===== config.mk =====
export PLATFORM = sky130hd
export DESIGN_NAME = mct_match_teach
export DESIGN_NICKNAME = d
export VERILOG_FILES = /design/src/inc/mct_pkg.sv /design/src/rtl/mct_match_teach.sv /design/src/rtl/mct_bcd_counter.sv
export VERILOG_INCLUDE_DIRS = /design/src /design/src/inc
export SDC_FILE = /design/constraint.sdc
export NUM_CORES = 2
export LEC_CHECK = 0
export ABC_CLOCK_PERIOD_IN_PS = 18900
export BUFFER_PORTS_ARGS = -buffer_cell sky130_fd_sc_hd__buf_4
export CAP_MARGIN = 20
export CELL_PAD_IN_SITES_DETAIL_PLACEMENT = 0
export CELL_PAD_IN_SITES_GLOBAL_PLACEMENT = 2
export CORE_ASPECT_RATIO = 0.6
export CORE_UTILIZATION = 49
export CTS_BUF_LIST = sky130_fd_sc_hd__clkbuf_2
export DETAILED_ROUTE_END_ITERATION = 8
export PLACE_DENSITY = 0.88
export SLEW_MARGIN = 30
export SYNTH_ARGS = -nofsm -noshare
export SYNTH_HDL_FRONTEND = slang
export SYNTH_HIERARCHICAL = 1
export SYNTH_SLANG_ARGS = --single-unit

===== constraint.sdc =====
create_clock -name clock -period 18.9 [get_ports clock]
set_input_delay 3.78 -clock clock [delete_from_list [all_inputs] [get_ports clock]]
set_output_delay 3.78 -clock clock [all_outputs]
set_load 0.05 [all_outputs]

===== src/inc/mct_params.svh =====
`ifndef MCT_PARAMS_SVH
`define MCT_PARAMS_SVH

`define MCT_REF_MAX_LEN      50
`define MCT_CHAR_MIN         8'h20
`define MCT_CHAR_MAX         8'h89
`define MCT_LEN_EAN_NORM     6'h0d
`define MCT_LEN_EAN_SHORT    6'h08
`define MCT_LEN_UPC_A        6'h0c
`define MCT_LEN_UPC_E        6'h06
`define MCT_C39_OFS          8'h0a
`define MCT_C39_DIV          8'h05
`define MCT_I25_OFS          8'h01
`define MCT_I25_DIV          8'h02
`define MCT_CBR_OFS          8'h08
`define MCT_CBR_DIV          8'h04
`define MCT_C128_OFS         8'h0a
`define MCT_C128_DIV         8'h03
`define MCT_STATIC_MULTI     6'h1e
`define MCT_PHARMA_MIN_LEN   6'h04
`define MCT_CNT_DIGITS       8
`define MCT_CNT_DIGIT_MAX    4'h9

`endif


===== src/inc/mct_pkg.sv =====
`default_nettype none
package mct_pkg;
  // symbology codes carried with each decoded label
  typedef enum logic [3:0] {
    MCT_SYM_NONE, MCT_SYM_C39, MCT_SYM_I25, MCT_SYM_EAN, MCT_SYM_UPC,
    MCT_SYM_CBR, MCT_SYM_C128, MCT_SYM_C93, MCT_SYM_EAN128, MCT_SYM_PHARMA
  } mct_sym_t;

  typedef enum logic [1:0] {
    MCT_TEACH_OFF, MCT_TEACH_DYNAMIC, MCT_TEACH_STATIC, MCT_TEACH_STATIC_PH
  } mct_teach_mode_t;

  typedef enum logic [2:0] {
    MCT_ST_READ, MCT_ST_ARMED, MCT_ST_CAPTURE, MCT_ST_HOLD, MCT_ST_COMMIT
  } mct_state_t;
endpackage
`default_nettype wire


===== src/rtl/mct_match_teach.sv =====
`default_nettype none
`include "mct_params.svh"
// Behaviour
// - length counts used characters, check digit suppressed
// - length derived from element counts per symbology
// - ean fixed 13 or 8, own enables
// - upc fixed 12 or 6, own enables
// - expanded symbologies may emit extra characters
// - compare each read against two references
// - result on assigned outputs and beeper
// - lamp only on match, held one pulse
// - output filter passes exact matches only
// - reference max 50 chars, 32..137, evaluable
// - teach stores type, length, content persistently
// - input activation holds until power off
// - dynamic teach keeps enabled symbologies, manual pulse
// - static teach opens and closes pulse itself
// - after static teach lock other symbologies
// - static teach forces 30 reads, restores on miss
// - counter reset option clears daily counters on static teach commit
// - two persistent eight digit counters, query only
// - configured comparison outranks teach input
// - reference two only from configuration
// - teach input falling edge enters teach
// - teach input rising commits and compares
module mct_match_teach
  import mct_pkg::*;
#(
  parameter int MAX_LEN = `MCT_REF_MAX_LEN
) (
  // clock and reset
  input  wire logic                 clock,
  input  wire logic                 rst,
  // configuration
  input  wire mct_teach_mode_t      teach_mode,
  input  wire logic                 cfg_cmp_en,
  input  wire logic                 cfg_filter_en,
  input  wire logic                 cfg_counter_reset,
  input  wire logic [9:0]           sym_enable,
  input  wire logic                 ean13_en,
  input  wire logic                 ean8_en,
  input  wire logic                 upc_a_en,
  input  wire logic                 upc_e_en,
  input  wire logic [5:0]           cfg_multi_reads,
  input  wire logic [2:0]           result_sel,
  input  wire logic                 beeper_sel,
  // host writes of reference codes
  input  wire logic                 ref_wr,
  input  wire logic                 ref_wr_sel,
  input  wire mct_sym_t             ref_wr_sym,
  input  wire logic [5:0]           ref_wr_len,
  input  wire logic [5:0]           ref_wr_idx,
  input  wire logic [7:0]           ref_wr_char,
  input  wire logic                 ref2_en,
  // teach-in switching input, high when energized
  input  wire logic                 teach_in,
  // reading pulse and decoded label stream
  input  wire logic                 pulse_ext,
  input  wire logic                 lbl_start,
  input  wire mct_sym_t             lbl_sym,
  input  wire logic                 lbl_char_vld,
  input  wire logic [7:0]           lbl_char,
  input  wire logic                 lbl_chk_digit,
  input  wire logic                 lbl_end,
  input  wire logic                 lbl_good,
  // element counts for length derivation
  input  wire logic [7:0]           elem_count,
  output logic [5:0]                derived_len,
  // outputs
  output logic                      pulse_active,
  output logic [5:0]                multi_reads,
  output logic                      host_pass,
  output logic                      host_char_vld,
  output logic [7:0]                host_char,
  output logic [2:0]                result_out,
  output logic                      beeper,
  output logic                      result_lamp,
  output logic                      nv_commit,
  output logic                      daily_clear,
  // persistent counters, read by the query string handler
  input  wire logic                 persistent_counter_query,
  output logic [31:0]               good_count,
  output logic [31:0]               noread_count
);
  typedef struct packed {
    mct_state_t        st;
    logic              teach_prev;
    logic              cmp_active;
    logic              static_lock;
    logic              auto_pulse;
    mct_sym_t          r1_sym;
    logic [5:0]        r1_len;
    mct_sym_t          r2_sym;
    logic [5:0]        r2_len;
    mct_sym_t          cap_sym;
    logic [5:0]        cap_len;
    logic              cap_ok;
    logic [5:0]        cur_len;
    logic              m1_ok;
    logic              m2_ok;
    logic              bad_char;
    logic              pulse_match;
    logic              pulse_read;
    logic              lamp;
    logic              pulse_prev;
    logic [2:0]        res;
    logic              beep;
    logic              pass;
    logic              hvld;
    logic [7:0]        hchar;
    logic              commit;
    logic              dclr;
  } mct_state_s_t;

  mct_state_s_t s_reg;
  mct_state_s_t s_next;

  // reference and capture character storage
  logic [7:0] ref1_mem [MAX_LEN];
  logic [7:0] ref2_mem [MAX_LEN];
  logic [7:0] cap_mem  [MAX_LEN];

  logic pulse;
  logic pulse_end;
  logic teach_fall;
  logic teach_rise;
  logic char_legal;
  logic len_room;
  logic sym_ok;
  logic fixed_ok;
  logic lbl_match1;
  logic lbl_match2;
  logic cnt_good_inc;
  logic cnt_noread_inc;

  assign pulse      = pulse_ext | s_reg.auto_pulse;
  assign pulse_end  = s_reg.pulse_prev & ~pulse;
  assign teach_fall = s_reg.teach_prev & ~teach_in;
  assign teach_rise = ~s_reg.teach_prev & teach_in;
  assign char_legal = lbl_char >= `MCT_CHAR_MIN
                      && lbl_char <= `MCT_CHAR_MAX;
  assign len_room   = s_reg.cur_len < 6'(MAX_LEN);

  // fixed-length symbologies only take their enabled lengths
  always_comb begin
    unique case (lbl_sym)
      MCT_SYM_EAN: fixed_ok = (ean13_en && s_reg.cur_len == `MCT_LEN_EAN_NORM)
                   || (ean8_en && s_reg.cur_len == `MCT_LEN_EAN_SHORT);
      MCT_SYM_UPC: fixed_ok = (upc_a_en && s_reg.cur_len == `MCT_LEN_UPC_A)
                   || (upc_e_en && s_reg.cur_len == `MCT_LEN_UPC_E);
      default:     fixed_ok = 1'b1;
    endcase
  end

  // static teach accepts any implemented symbology, otherwise enabled only
  assign sym_ok = lbl_sym != MCT_SYM_NONE
                  && (sym_enable[lbl_sym] || s_reg.st == MCT_ST_CAPTURE
                      && teach_mode != MCT_TEACH_DYNAMIC);

  // length derivation from element counts
  always_comb begin
    unique case (lbl_sym)
      MCT_SYM_C39:  derived_len = 6'((elem_count - `MCT_C39_OFS) / `MCT_C39_DIV);
      MCT_SYM_I25:  derived_len = 6'((elem_count - `MCT_I25_OFS) / `MCT_I25_DIV);
      MCT_SYM_CBR:  derived_len = 6'((elem_count - `MCT_CBR_OFS) / `MCT_CBR_DIV);
      MCT_SYM_C128, MCT_SYM_EAN128:
        derived_len = 6'((elem_count - `MCT_C128_OFS) / `MCT_C128_DIV);
      MCT_SYM_PHARMA: derived_len = elem_count[5:0];
      default:      derived_len = 6'h00;
    endcase
  end

  // a label matches when type, length and every character agree
  assign lbl_match1 = s_reg.m1_ok && lbl_sym == s_reg.r1_sym
                      && s_reg.cur_len == s_reg.r1_len;
  assign lbl_match2 = ref2_en && s_reg.m2_ok && lbl_sym == s_reg.r2_sym
                      && s_reg.cur_len == s_reg.r2_len;

  // storage writes; reference one may be rewritten by the host, which
  // is expected to leave a taught code alone until power-off
  always_ff @(posedge clock) begin
    if (ref_wr && ref_wr_idx < 6'(MAX_LEN)) begin
      if (ref_wr_sel) ref2_mem[ref_wr_idx] <= ref_wr_char;
      else            ref1_mem[ref_wr_idx] <= ref_wr_char;
    end else if (s_reg.st == MCT_ST_COMMIT) begin
      for (int i = 0; i < MAX_LEN; i++) ref1_mem[i] <= cap_mem[i];
    end
    // the check digit is part of the taught content and length
    if (s_reg.st == MCT_ST_CAPTURE && lbl_char_vld && len_room) begin
      cap_mem[s_reg.cur_len] <= lbl_char;
    end
  end

  // main sequencing
  always_comb begin
    s_next = s_reg;
    s_next.teach_prev = teach_in;
    s_next.pulse_prev = pulse;
    s_next.commit = 1'b0;
    s_next.dclr = 1'b0;
    s_next.hvld = 1'b0;
    s_next.res = 3'h0;
    s_next.beep = 1'b0;
    if (ref_wr && !ref_wr_sel) begin
      s_next.r1_sym = ref_wr_sym;
      s_next.r1_len = ref_wr_len;
    end
    if (ref_wr && ref_wr_sel) begin
      s_next.r2_sym = ref_wr_sym;
      s_next.r2_len = ref_wr_len;
    end
    // per-label character walk
    if (lbl_start) begin
      s_next.cur_len = 6'h00;
      s_next.m1_ok = 1'b1;
      s_next.m2_ok = 1'b1;
      s_next.bad_char = 1'b0;
    end
    // the check digit counts toward length but never reaches the host
    if (lbl_char_vld) begin
      s_next.cur_len = len_room ? s_reg.cur_len + 6'h01 : s_reg.cur_len;
      if (!char_legal || !len_room) s_next.bad_char = 1'b1;
      if (!len_room || ref1_mem[s_reg.cur_len] != lbl_char)
        s_next.m1_ok = 1'b0;
      if (!len_room || ref2_mem[s_reg.cur_len] != lbl_char)
        s_next.m2_ok = 1'b0;
      // expanded symbologies simply stream more characters
      s_next.hvld = !lbl_chk_digit;
      if (!lbl_chk_digit) s_next.hchar = lbl_char;
    end
    if (lbl_end && lbl_good && sym_ok && fixed_ok) begin
      s_next.pulse_read = 1'b1;
      if ((s_reg.cmp_active || cfg_cmp_en) && (lbl_match1 || lbl_match2))
        s_next.pulse_match = 1'b1;
      // filter and post-static lock gate host output
      s_next.pass = (!cfg_filter_en || lbl_match1 || lbl_match2)
                    && (!s_reg.static_lock || lbl_sym == s_reg.r1_sym
                        && s_reg.cur_len == s_reg.r1_len);
    end else if (lbl_start) begin
      s_next.pass = 1'b0;
    end
    // result at end of reading pulse
    if (pulse_end) begin
      s_next.res = result_sel & {3{s_reg.pulse_match}};
      s_next.beep = beeper_sel & s_reg.pulse_match;
      s_next.pulse_match = 1'b0;
      s_next.pulse_read = 1'b0;
      // lamp lights on a match and goes dark when the next unmatched pulse ends,
      // so it stays lit through at least one following pulse
      s_next.lamp = s_reg.pulse_match;
    end
    unique case (s_reg.st)
      MCT_ST_READ: begin
        if (teach_rise && teach_mode != MCT_TEACH_OFF && !cfg_cmp_en)
          s_next.cmp_active = 1'b1;
        if (teach_fall && teach_mode != MCT_TEACH_OFF) begin
          s_next.st = MCT_ST_CAPTURE;
          s_next.cap_ok = 1'b0;
          if (teach_mode != MCT_TEACH_DYNAMIC)
            s_next.auto_pulse = 1'b1;
        end
      end
      MCT_ST_CAPTURE: begin
        if (lbl_end && lbl_good && sym_ok && !s_reg.bad_char
            && (teach_mode != MCT_TEACH_STATIC_PH || lbl_sym != MCT_SYM_PHARMA
                || s_reg.cur_len >= `MCT_PHARMA_MIN_LEN)) begin
          s_next.cap_sym = lbl_sym;
          s_next.cap_len = s_reg.cur_len;
          s_next.cap_ok = 1'b1;
          s_next.auto_pulse = 1'b0;
          s_next.st = MCT_ST_HOLD;
        end else if (teach_rise) begin
          s_next.auto_pulse = 1'b0;   // nothing captured, keep old
          s_next.st = MCT_ST_READ;
        end
      end
      MCT_ST_HOLD: begin
        if (teach_rise) s_next.st = MCT_ST_COMMIT;
      end
      MCT_ST_COMMIT: begin
        s_next.r1_sym = s_reg.cap_sym;
        s_next.r1_len = s_reg.cap_len;
        s_next.commit = 1'b1;
        s_next.cmp_active = 1'b1;
        s_next.static_lock = teach_mode != MCT_TEACH_DYNAMIC;
        s_next.dclr = cfg_counter_reset
                      && teach_mode != MCT_TEACH_DYNAMIC;
        s_next.st = MCT_ST_READ;
      end
      default: s_next.st = MCT_ST_READ;
    endcase
  end

  always_ff @(posedge clock) begin
    if (rst) begin
      s_reg <= '0;
      s_reg.teach_prev <= 1'b0;   // an open switch at power-up is no edge
    end else begin
      s_reg <= s_next;
    end
  end

  assign cnt_good_inc   = pulse_end && s_reg.pulse_read;
  assign cnt_noread_inc = pulse_end && !s_reg.pulse_read;

  // non-volatile totals; not cleared by the daily reset
  mct_bcd_counter #(.DIGITS(`MCT_CNT_DIGITS)) u_good (
    .clock (clock),
    .rst   (rst),
    .inc   (cnt_good_inc),
    .clear (1'b0),
    .value (good_count)
  );
  mct_bcd_counter #(.DIGITS(`MCT_CNT_DIGITS)) u_noread (
    .clock (clock),
    .rst   (rst),
    .inc   (cnt_noread_inc),
    .clear (1'b0),
    .value (noread_count)
  );

  // static teach runs with the forced multi-read figure
  assign multi_reads   = (s_reg.st == MCT_ST_CAPTURE
                          && teach_mode != MCT_TEACH_DYNAMIC)
                         ? `MCT_STATIC_MULTI : cfg_multi_reads;
  assign pulse_active  = pulse;
  assign host_pass     = s_reg.pass;
  assign host_char_vld = s_reg.hvld;
  assign host_char     = s_reg.hchar;
  assign result_out    = s_reg.res;
  assign beeper        = s_reg.beep;
  assign result_lamp   = s_reg.lamp;
  assign nv_commit     = s_reg.commit;
  assign daily_clear   = s_reg.dclr;

  // lamp never lights without a matched pulse just ended
  property p_lamp_cause;
    @(posedge clock) disable iff (rst)
      $rose(result_lamp) |-> $past(s_reg.pulse_match) && $past(pulse_end);
  endproperty
  a_lamp_cause: assert property (p_lamp_cause) else $error("lamp no match");

  property p_commit;
    @(posedge clock) disable iff (rst)
      s_reg.st == MCT_ST_HOLD && teach_rise |-> ##2 nv_commit && s_reg.cmp_active;
  endproperty
  a_commit: assert property (p_commit) else $error("commit missing");

  property p_enter;
    @(posedge clock) disable iff (rst)
      s_reg.st == MCT_ST_READ && teach_fall && teach_mode != MCT_TEACH_OFF
      |=> s_reg.st == MCT_ST_CAPTURE;
  endproperty
  a_enter: assert property (p_enter) else $error("teach not entered");

  property p_cmp_hold;
    @(posedge clock) disable iff (rst) s_reg.cmp_active |=> s_reg.cmp_active;
  endproperty
  a_cmp_hold: assert property (p_cmp_hold) else $error("compare dropped");

  property p_multi;
    @(posedge clock) disable iff (rst)
      s_reg.st == MCT_ST_CAPTURE && teach_mode == MCT_TEACH_STATIC
      |-> multi_reads == `MCT_STATIC_MULTI;
  endproperty
  a_multi: assert property (p_multi) else $error("multi reads wrong");

  property p_auto;
    @(posedge clock) disable iff (rst)
      s_reg.st == MCT_ST_READ && teach_fall && teach_mode == MCT_TEACH_STATIC
      |=> pulse_active;
  endproperty
  a_auto: assert property (p_auto) else $error("no auto pulse");

  property p_result;
    @(posedge clock) disable iff (rst)
      |result_out |-> $past(pulse_end) && $past(s_reg.pulse_match);
  endproperty
  a_result: assert property (p_result) else $error("result no cause");

  property p_dclr;
    @(posedge clock) disable iff (rst)
      daily_clear |-> $past(s_reg.st) == MCT_ST_COMMIT && cfg_counter_reset;
  endproperty
  a_dclr: assert property (p_dclr) else $error("stray daily clear");
endmodule
`default_nettype wire


===== src/rtl/mct_bcd_counter.sv =====
`default_nettype none
`include "mct_params.svh"
// persistent decimal counter, saturating at all nines
module mct_bcd_counter
  import mct_pkg::*;
#(
  parameter int DIGITS = `MCT_CNT_DIGITS
) (
  // clock and reset
  input  wire logic              clock,
  input  wire logic              rst,
  // control
  input  wire logic              inc,
  input  wire logic              clear,
  // value
  output logic [4*DIGITS-1:0]    value
);
  typedef struct packed {
    logic [4*DIGITS-1:0] cnt;
  } mct_cnt_state_t;

  mct_cnt_state_t state_reg;
  mct_cnt_state_t state_next;
  logic [DIGITS:0] carry;
  logic            all_nines;

  // ripple decimal carry per digit
  assign carry[0] = inc & ~all_nines;
  genvar g;
  generate
    for (g = 0; g < DIGITS; g++) begin : g_digit
      always_comb begin
        if (carry[g] && state_reg.cnt[4*g +: 4] == `MCT_CNT_DIGIT_MAX) begin
          state_next.cnt[4*g +: 4] = 4'h0;
          carry[g+1] = 1'b1;
        end else begin
          state_next.cnt[4*g +: 4] = state_reg.cnt[4*g +: 4] + {3'h0, carry[g]};
          carry[g+1] = 1'b0;
        end
      end
    end
  endgenerate

  // saturate rather than wrap so totals never look smaller
  assign all_nines = (state_reg.cnt == {DIGITS{`MCT_CNT_DIGIT_MAX}});

  always_ff @(posedge clock) begin
    if (rst || clear) begin
      state_reg <= '0;
    end else begin
      state_reg <= state_next;
    end
  end

  assign value = state_reg.cnt;
endmodule
`default_nettype wire


Yosys cells after proc, flatten, opt, wreduce, memory -nomap -nowiden
Memory sizes are Yosys's and may differ from the RTL's. A register that Yosys moved wholly into a read port is not among the register bits.
Index checks and enable logic that the tools add are counted.
W data, S select, Z words.
{"block": "totals", "ff_bits": 130, "n_memories": 3, "latch_bits": 0, "ram_bits": 1200, "romBits": 0}
{"block": "classes", "n_eq_ne": 48, "mul": 0, "addsub": 20, "reduce_logical": 106, "magnitude_cmp": 6, "shift": 0, "muxes": 60, "div": 2, "bitwise_logic": 17}
{"memory": "cap_mem", "words": 50, "word_bits": 8, "read_ports": 50, "rd_clocked_by_memory_dff": 0, "wr": 1, "line": "mct_match_teach.sv:121", "source": "logic [7:0] cap_mem [MAX_LEN];"}
{"memory": "ref1_mem", "words": 50, "word_bits": 8, "read_ports": 1, "rd_clocked_by_memory_dff": 1, "wr": 50, "line": "mct_match_teach.sv:119", "source": "logic [7:0] ref1_mem [MAX_LEN];"}
{"memory": "ref2_mem", "words": 50, "word_bits": 8, "read_ports": 1, "rd_clocked_by_memory_dff": 1, "wr": 1, "line": "mct_match_teach.sv:120", "source": "logic [7:0] ref2_mem [MAX_LEN];"}
{"cell": "$eq A4 B4 Y1 const B", "count": 18}
{"cell": "$add A4 B1 Y4", "count": 16}
{"cell": "$eq A32 B32 Y1 const B", "count": 2}
{"cell": "$logic_and A1 B1 Y1", "count": 47}
{"cell": "$mux W6", "count": 7}
{"cell": "$reduce_or A2 Y1", "count": 21}
{"cell": "$mux W1", "count": 37}
{"cell": "$pmux W6 S5", "count": 1}
{"cell": "$mux W10", "count": 2}
{"cell": "$eq A6 B4 Y1 const B", "count": 3}
{"cell": "$mux W9", "count": 2}
{"cell": "$ne A8 B8 Y1", "count": 2}
{"cell": "$sub A8 B4 Y8 const B", "count": 2}
{"cell": "$logic_or A1 B1 Y1", "count": 13}
{"cell": "$eq A4 B3 Y1 const B", "count": 3}
{"cell": "$eq A6 B6 Y1", "count": 2}
{"cell": "$lt A6 B6 Y1 const B", "count": 2}
{"cell": "$mux W3", "count": 4}
{"cell": "$reduce_bool A2 Y1", "count": 6}
{"cell": "$ne A2 B2 Y1 const B", "count": 5}
{"cell": "$reduce_and A2 Y1", "count": 5}
{"cell": "$logic_not A1 Y1", "count": 9}
{"cell": "$not A1 Y1", "count": 9}
{"cell": "$pmux W3 S3", "count": 1}
{"cell": "other kinds (29)", "count": 40}

Logic depth before layout (Yosys ltp)
{"block": "logic_depth", "ltp_word": 21, "ltp_mapped": 54, "depth_no_buf": 52}

Cells and area by module
The synthesis kept the hierarchy.
{"mod": "mct_match_teach", "area_per_inst_um2": 56385.3, "cells_per_inst": 3127, "seq_area_each_um2": 40839.2, "n_inst": 1}
{"mod": "mct_bcd_counter", "area_per_inst_um2": 1555.2, "cells_per_inst": 153, "seq_area_each_um2": 640.6, "n_inst": 2}

Worst setup path before layout
OpenSTA, ideal clock, no wires.
{"block": "synth_path", "path_type": "in2out", "start": "in elem_count[4]", "end": "out derived_len[0]", "slack_ns": 0.637, "path_buffers": 2, "stages": 53, "arrival_time_ns": 14.483, "cell_sequence": "clkbuf_1 -> inv_1 -> ha_1 -> nor2b_1 -> nor2_1 -> xor2_1 -> ha_1 -> or4b_4 -> o2111a_2 -> nor2_1 -> o22ai_1 -> a21oi_1 -> ha_1 -> nand2_1 -> or3_1 -> mux2i_1 -> and2_2 -> o21ai_0 -> (+17 left out) -> and3_1 -> buf_6 -> xnor2_1 -> inv_1 -> ha_1 -> ha_1 -> nor2_1 -> nor2_1 -> nor2_1 -> o2111a_1 -> o2111ai_2 -> xnor2_1 -> ha_1 -> a21o_1 -> a21oi_1 -> nand2_1 -> nor2_1 -> a32oi_1"}
{"block": "synth_via", "elab_chain_len": 3, "word_cells_on_any_way": 4, "classes_between": "1 x add/sub; 2 x div; 1 x mux"}
{"item": "start, declared", "line": "mct_match_teach.sv:67", "source": "input wire logic [7:0] elem_count,"}
{"item": "$sub A8 B4 Y8 (no line) (*)"}
{"item": "$div A8 B2 Y8 (no line) / $div A8 B3 Y8 (equally long branches)"}
{"item": "$pmux W6 S5 (*)", "line": "mct_match_teach.sv:162", "source": "unique case (lbl_sym)"}
{"item": "end, declared", "line": "mct_match_teach.sv:68", "source": "output logic [5:0] derived_len,"}
Mark *: on every way between the ends. The rest lies on a longest branch, timed or not.

Final worst setup path
Same ends and word-level chain as after synthesis.

==> run metrics <==
kind of critical path=in -> out; # IOs=180; Die ar.=122,900 µm²; post-synth top area cell=edfxtp_1; port bufs=178; core area=119,800 µm²; first-iteration detailed-routing DRC count=4,383; gr usage total=0.2556; Peak Freq=55.33 MHz; # DRC=0; antenna violations before repair=7; Mapped Avg Cell Area=17.33 µm²; setup violators final=0; Multi-input gate area=16,850 µm²; DP Area=63,100 µm²; max reg flops=512; Worst-Margin Slew=1.068 ns; Tmin final=18.07 ns; Die Y=271.9 µm; Worst VDD drop=0.07371 mV; pwr dens=95.04 nW/µm²; H-tree lvl count=5; vias in the first global route=33,640; routed vias=34,280; Largest regs=ref1_mem (512), cap_mem (400), ref2_mem (400); drt pass-1 iters=5; share of cells above drive strength 1=0.2851; Die Span X=451.9 µm; maximum fanout along the worst path=14; CP startpoint kind=primary input; setup ws final=0.8252 ns; area grow syn2layout=11.10%; root buffer cell=clkbuf_2; cts hold-fix bufs=0; Yosys top cell area share=0.6622; Synth Instances=3,433; Main synth FF type=edfxtp_1; grt ovf=0; largest net degree at the start of global routing=127; Leak=24.05 nW; final hold violation count=0; Pwr Total=6.282 mW; sequential fraction of the synthesis area=0.7080; DP Wirelength=98.09 mm; GP Congestion=0.8504; Num CTS Buffers=336; vias per std cell=5.964; Netlist Area Pre-Place=59,500 µm²; Arr. time, crit path=14.29 ns; EDFF count, synth=1,312; Reg area=42,130 µm²; TNS Setup=0 ns; average wire per cell in the routed design=27.16 µm; crit end category=output pin; Total Nets Final=4,076; MaxCap Viol Count=0; worst min path class=reg -> reg; Worst Skew=0.1460 ns; Seq cells post-synth=1,448; family with the most delay on the worst path=simple AND/OR/NAND/NOR gates; post-synth cell types=93; Final period util=0.9563; largest cells by area after synthesis=edfxtp_1 66%, mux4_2 11%, a21o_1 5.1%, dfxtp_1 4.6%, nor2_1 1.4%; row count=98; number of clock sinks=1,448; Critical Path Most Common Cell=ha_1; CTS max path bufs=4; CP bufs+invs=7; first-pass GRT wire length=228.0 mm; YS warnings=6; Fillers=9,541; dpl ws=0.2726 ns; Final Instance Area=66,100 µm²; Starting Density=0.4966; clk slew on worst S/H paths=0.13 ns; Post-DRT Antenna Nets=0; Slew Viols, Final=0; clk_lat worst skew=1.62 ns; final WL=156.1 mm; Max transition margin=0.2880; WP data required=15.12 ns; RSZ-0062 raised after global routing=no; status=completed; slowest CP cell=or4b_4; CTS tree=built; max incr delay on CP=0.46 ns; Synth async-reset ratio=0; largest register by flop count=ref1_mem
-- where the power goes --
part	internal [mW]	switching (mW)
logic	0.337	0.453
clock network	0.736	1.23
registers	3.51	0.0150
total	4.59	1.69
-- worst register-to-register path: cells and delay by family, from the launching register on --
| kind | cells | cell delay [ns] |
|---|---|---|
| buffers and inverters | 3 | 2.10 |
| muxes | 3 | 1.74 |
| and+or+nand+nor | 3 | 0.87 |
| DFF | 1 | 0.56 |
| AOI/OAI and AO/OA | 1 | 0.36 |
| xor gates and xnor gates | 1 | 0.16 |
-- repair_timing --
item	4_1_cts	5_1_grt
buffers inserted	0	8
resized for setup	0	13
endpoints found under the setup margin	0	1
hold endpoints to repair	0	0
-- cell usage in the layout (no fill, tap or decap), types with 16 or more instances in the layout --
| master | instances |
|---|---|
| edfxtp_1 | 1312 |
| o21ai_1 | 16 |
| and3_1 | 16 |
| conb_1 | 116 |
| nor2_1 | 205 |
| xnor2_1 | 61 |
| a21o_1 | 406 |
| nand2b_1 | 19 |
| xor2_1 | 33 |
| mux2i_1 | 19 |
| and2_1 | 18 |
| clkinv_1 | 56 |
| a21oi_1 | 47 |
| nand2_1 | 142 |
| nand3_1 | 48 |
| mux4_2 | 296 |
| clkbuf_2 | 478 |
| nor3_1 | 35 |
| ha_1 | 61 |
| dfxtp_1 | 131 |
| o21ai_0 | 55 |
| inv_1 | 25 |
| buf_4 | 274 |
-- metal layers --
| layer | vias up | track usage | part of all wire |
|---|---|---|---|
| li1 | 14580 | - | - |
| met1 | 17510 | 0.4091 | 0.46 |
| met2 | 1989 | 0.3206 | 0.39 |
| met3 | 196 | 0.09433 | 0.13 |
| met4 | 2 | 0.06896 | 0.016 |
| met5 | - | 0.007241 | 0.00082 |
-- worst paths after layout --
kind	startpoint	slack, ns	cells after the start	endpoint
worst max register to register	flop	12.94	11	s_reg[21]$_SDFF_PP0_
worst min-delay path	cap_mem[5][2]$_DFFE_PP_	0.40	1	ref1_mem[5][2]$_DFFE_PP_
worst max-delay path	elem_count[4]	0.83	52	derived_len[0]
worst min register to register	cap_mem[5][2]$_DFFE_PP_	0.40	1	ref1_mem[5][2]$_DFFE_PP_
-- final cells by class --
cell class	count	area share
sequential	1448	0.6374
clock inverter	74	0.006379
tap	1600	0.03029
clock buffer	478	0.03619
inverter	26	0.001533
multi-input combinational	1836	0.2549
antenna	5	0.0001893
timing repair buffer	280	0.03303
-- synthesized netlist by cell type (all sizes together), types with 12 or more instances --
| master | instances |
|---|---|
| nand3 | 48 |
| a31oi | 14 |
| ha | 61 |
| nand2 | 142 |
| mux2i | 20 |
| nand4 | 12 |
| xnor2 | 62 |
| a311oi | 15 |
| and2 | 27 |
| and3 | 18 |
| mux4 | 296 |
| nor2 | 217 |
| edfxtp | 1312 |
| a211oi | 12 |
| nor3 | 42 |
| mux2 | 12 |
| clkbuf | 179 |
| o21ai | 80 |
| xor2 | 34 |
| a21oi | 52 |
| buf | 59 |
| a21o | 406 |
| inv | 26 |
| nand2b | 19 |
| dfxtp | 136 |
-- through the flow --
| step | hold WS [ns] | util | cells |
|---|---|---|---|
| floorplan | 0.4259 | - | 3548 |
| global placement | 0.4355 | 0.5263 | 5180 |
| detailed placement | 0.4401 | 0.5267 | 5181 |
| CTS | 0.3818 | 0.5502 | 5733 |
| global route | 0.3718 | 0.5518 | 5747 |
| finish | 0.3958 | 0.5518 | 5747 |
-- cell families after synthesis --
family,after synthesis,synth area share
compound gates,627,0.07644
xor+xnor,96,0.01426
fa+ha+maj,62,0.01316
buf+inv,264,0.01813
flops,1448,0.7080
mux,328,0.1177
other cells,1,0.00006303
simple gates,607,0.05224
Power figures use the tool's default switching activity.
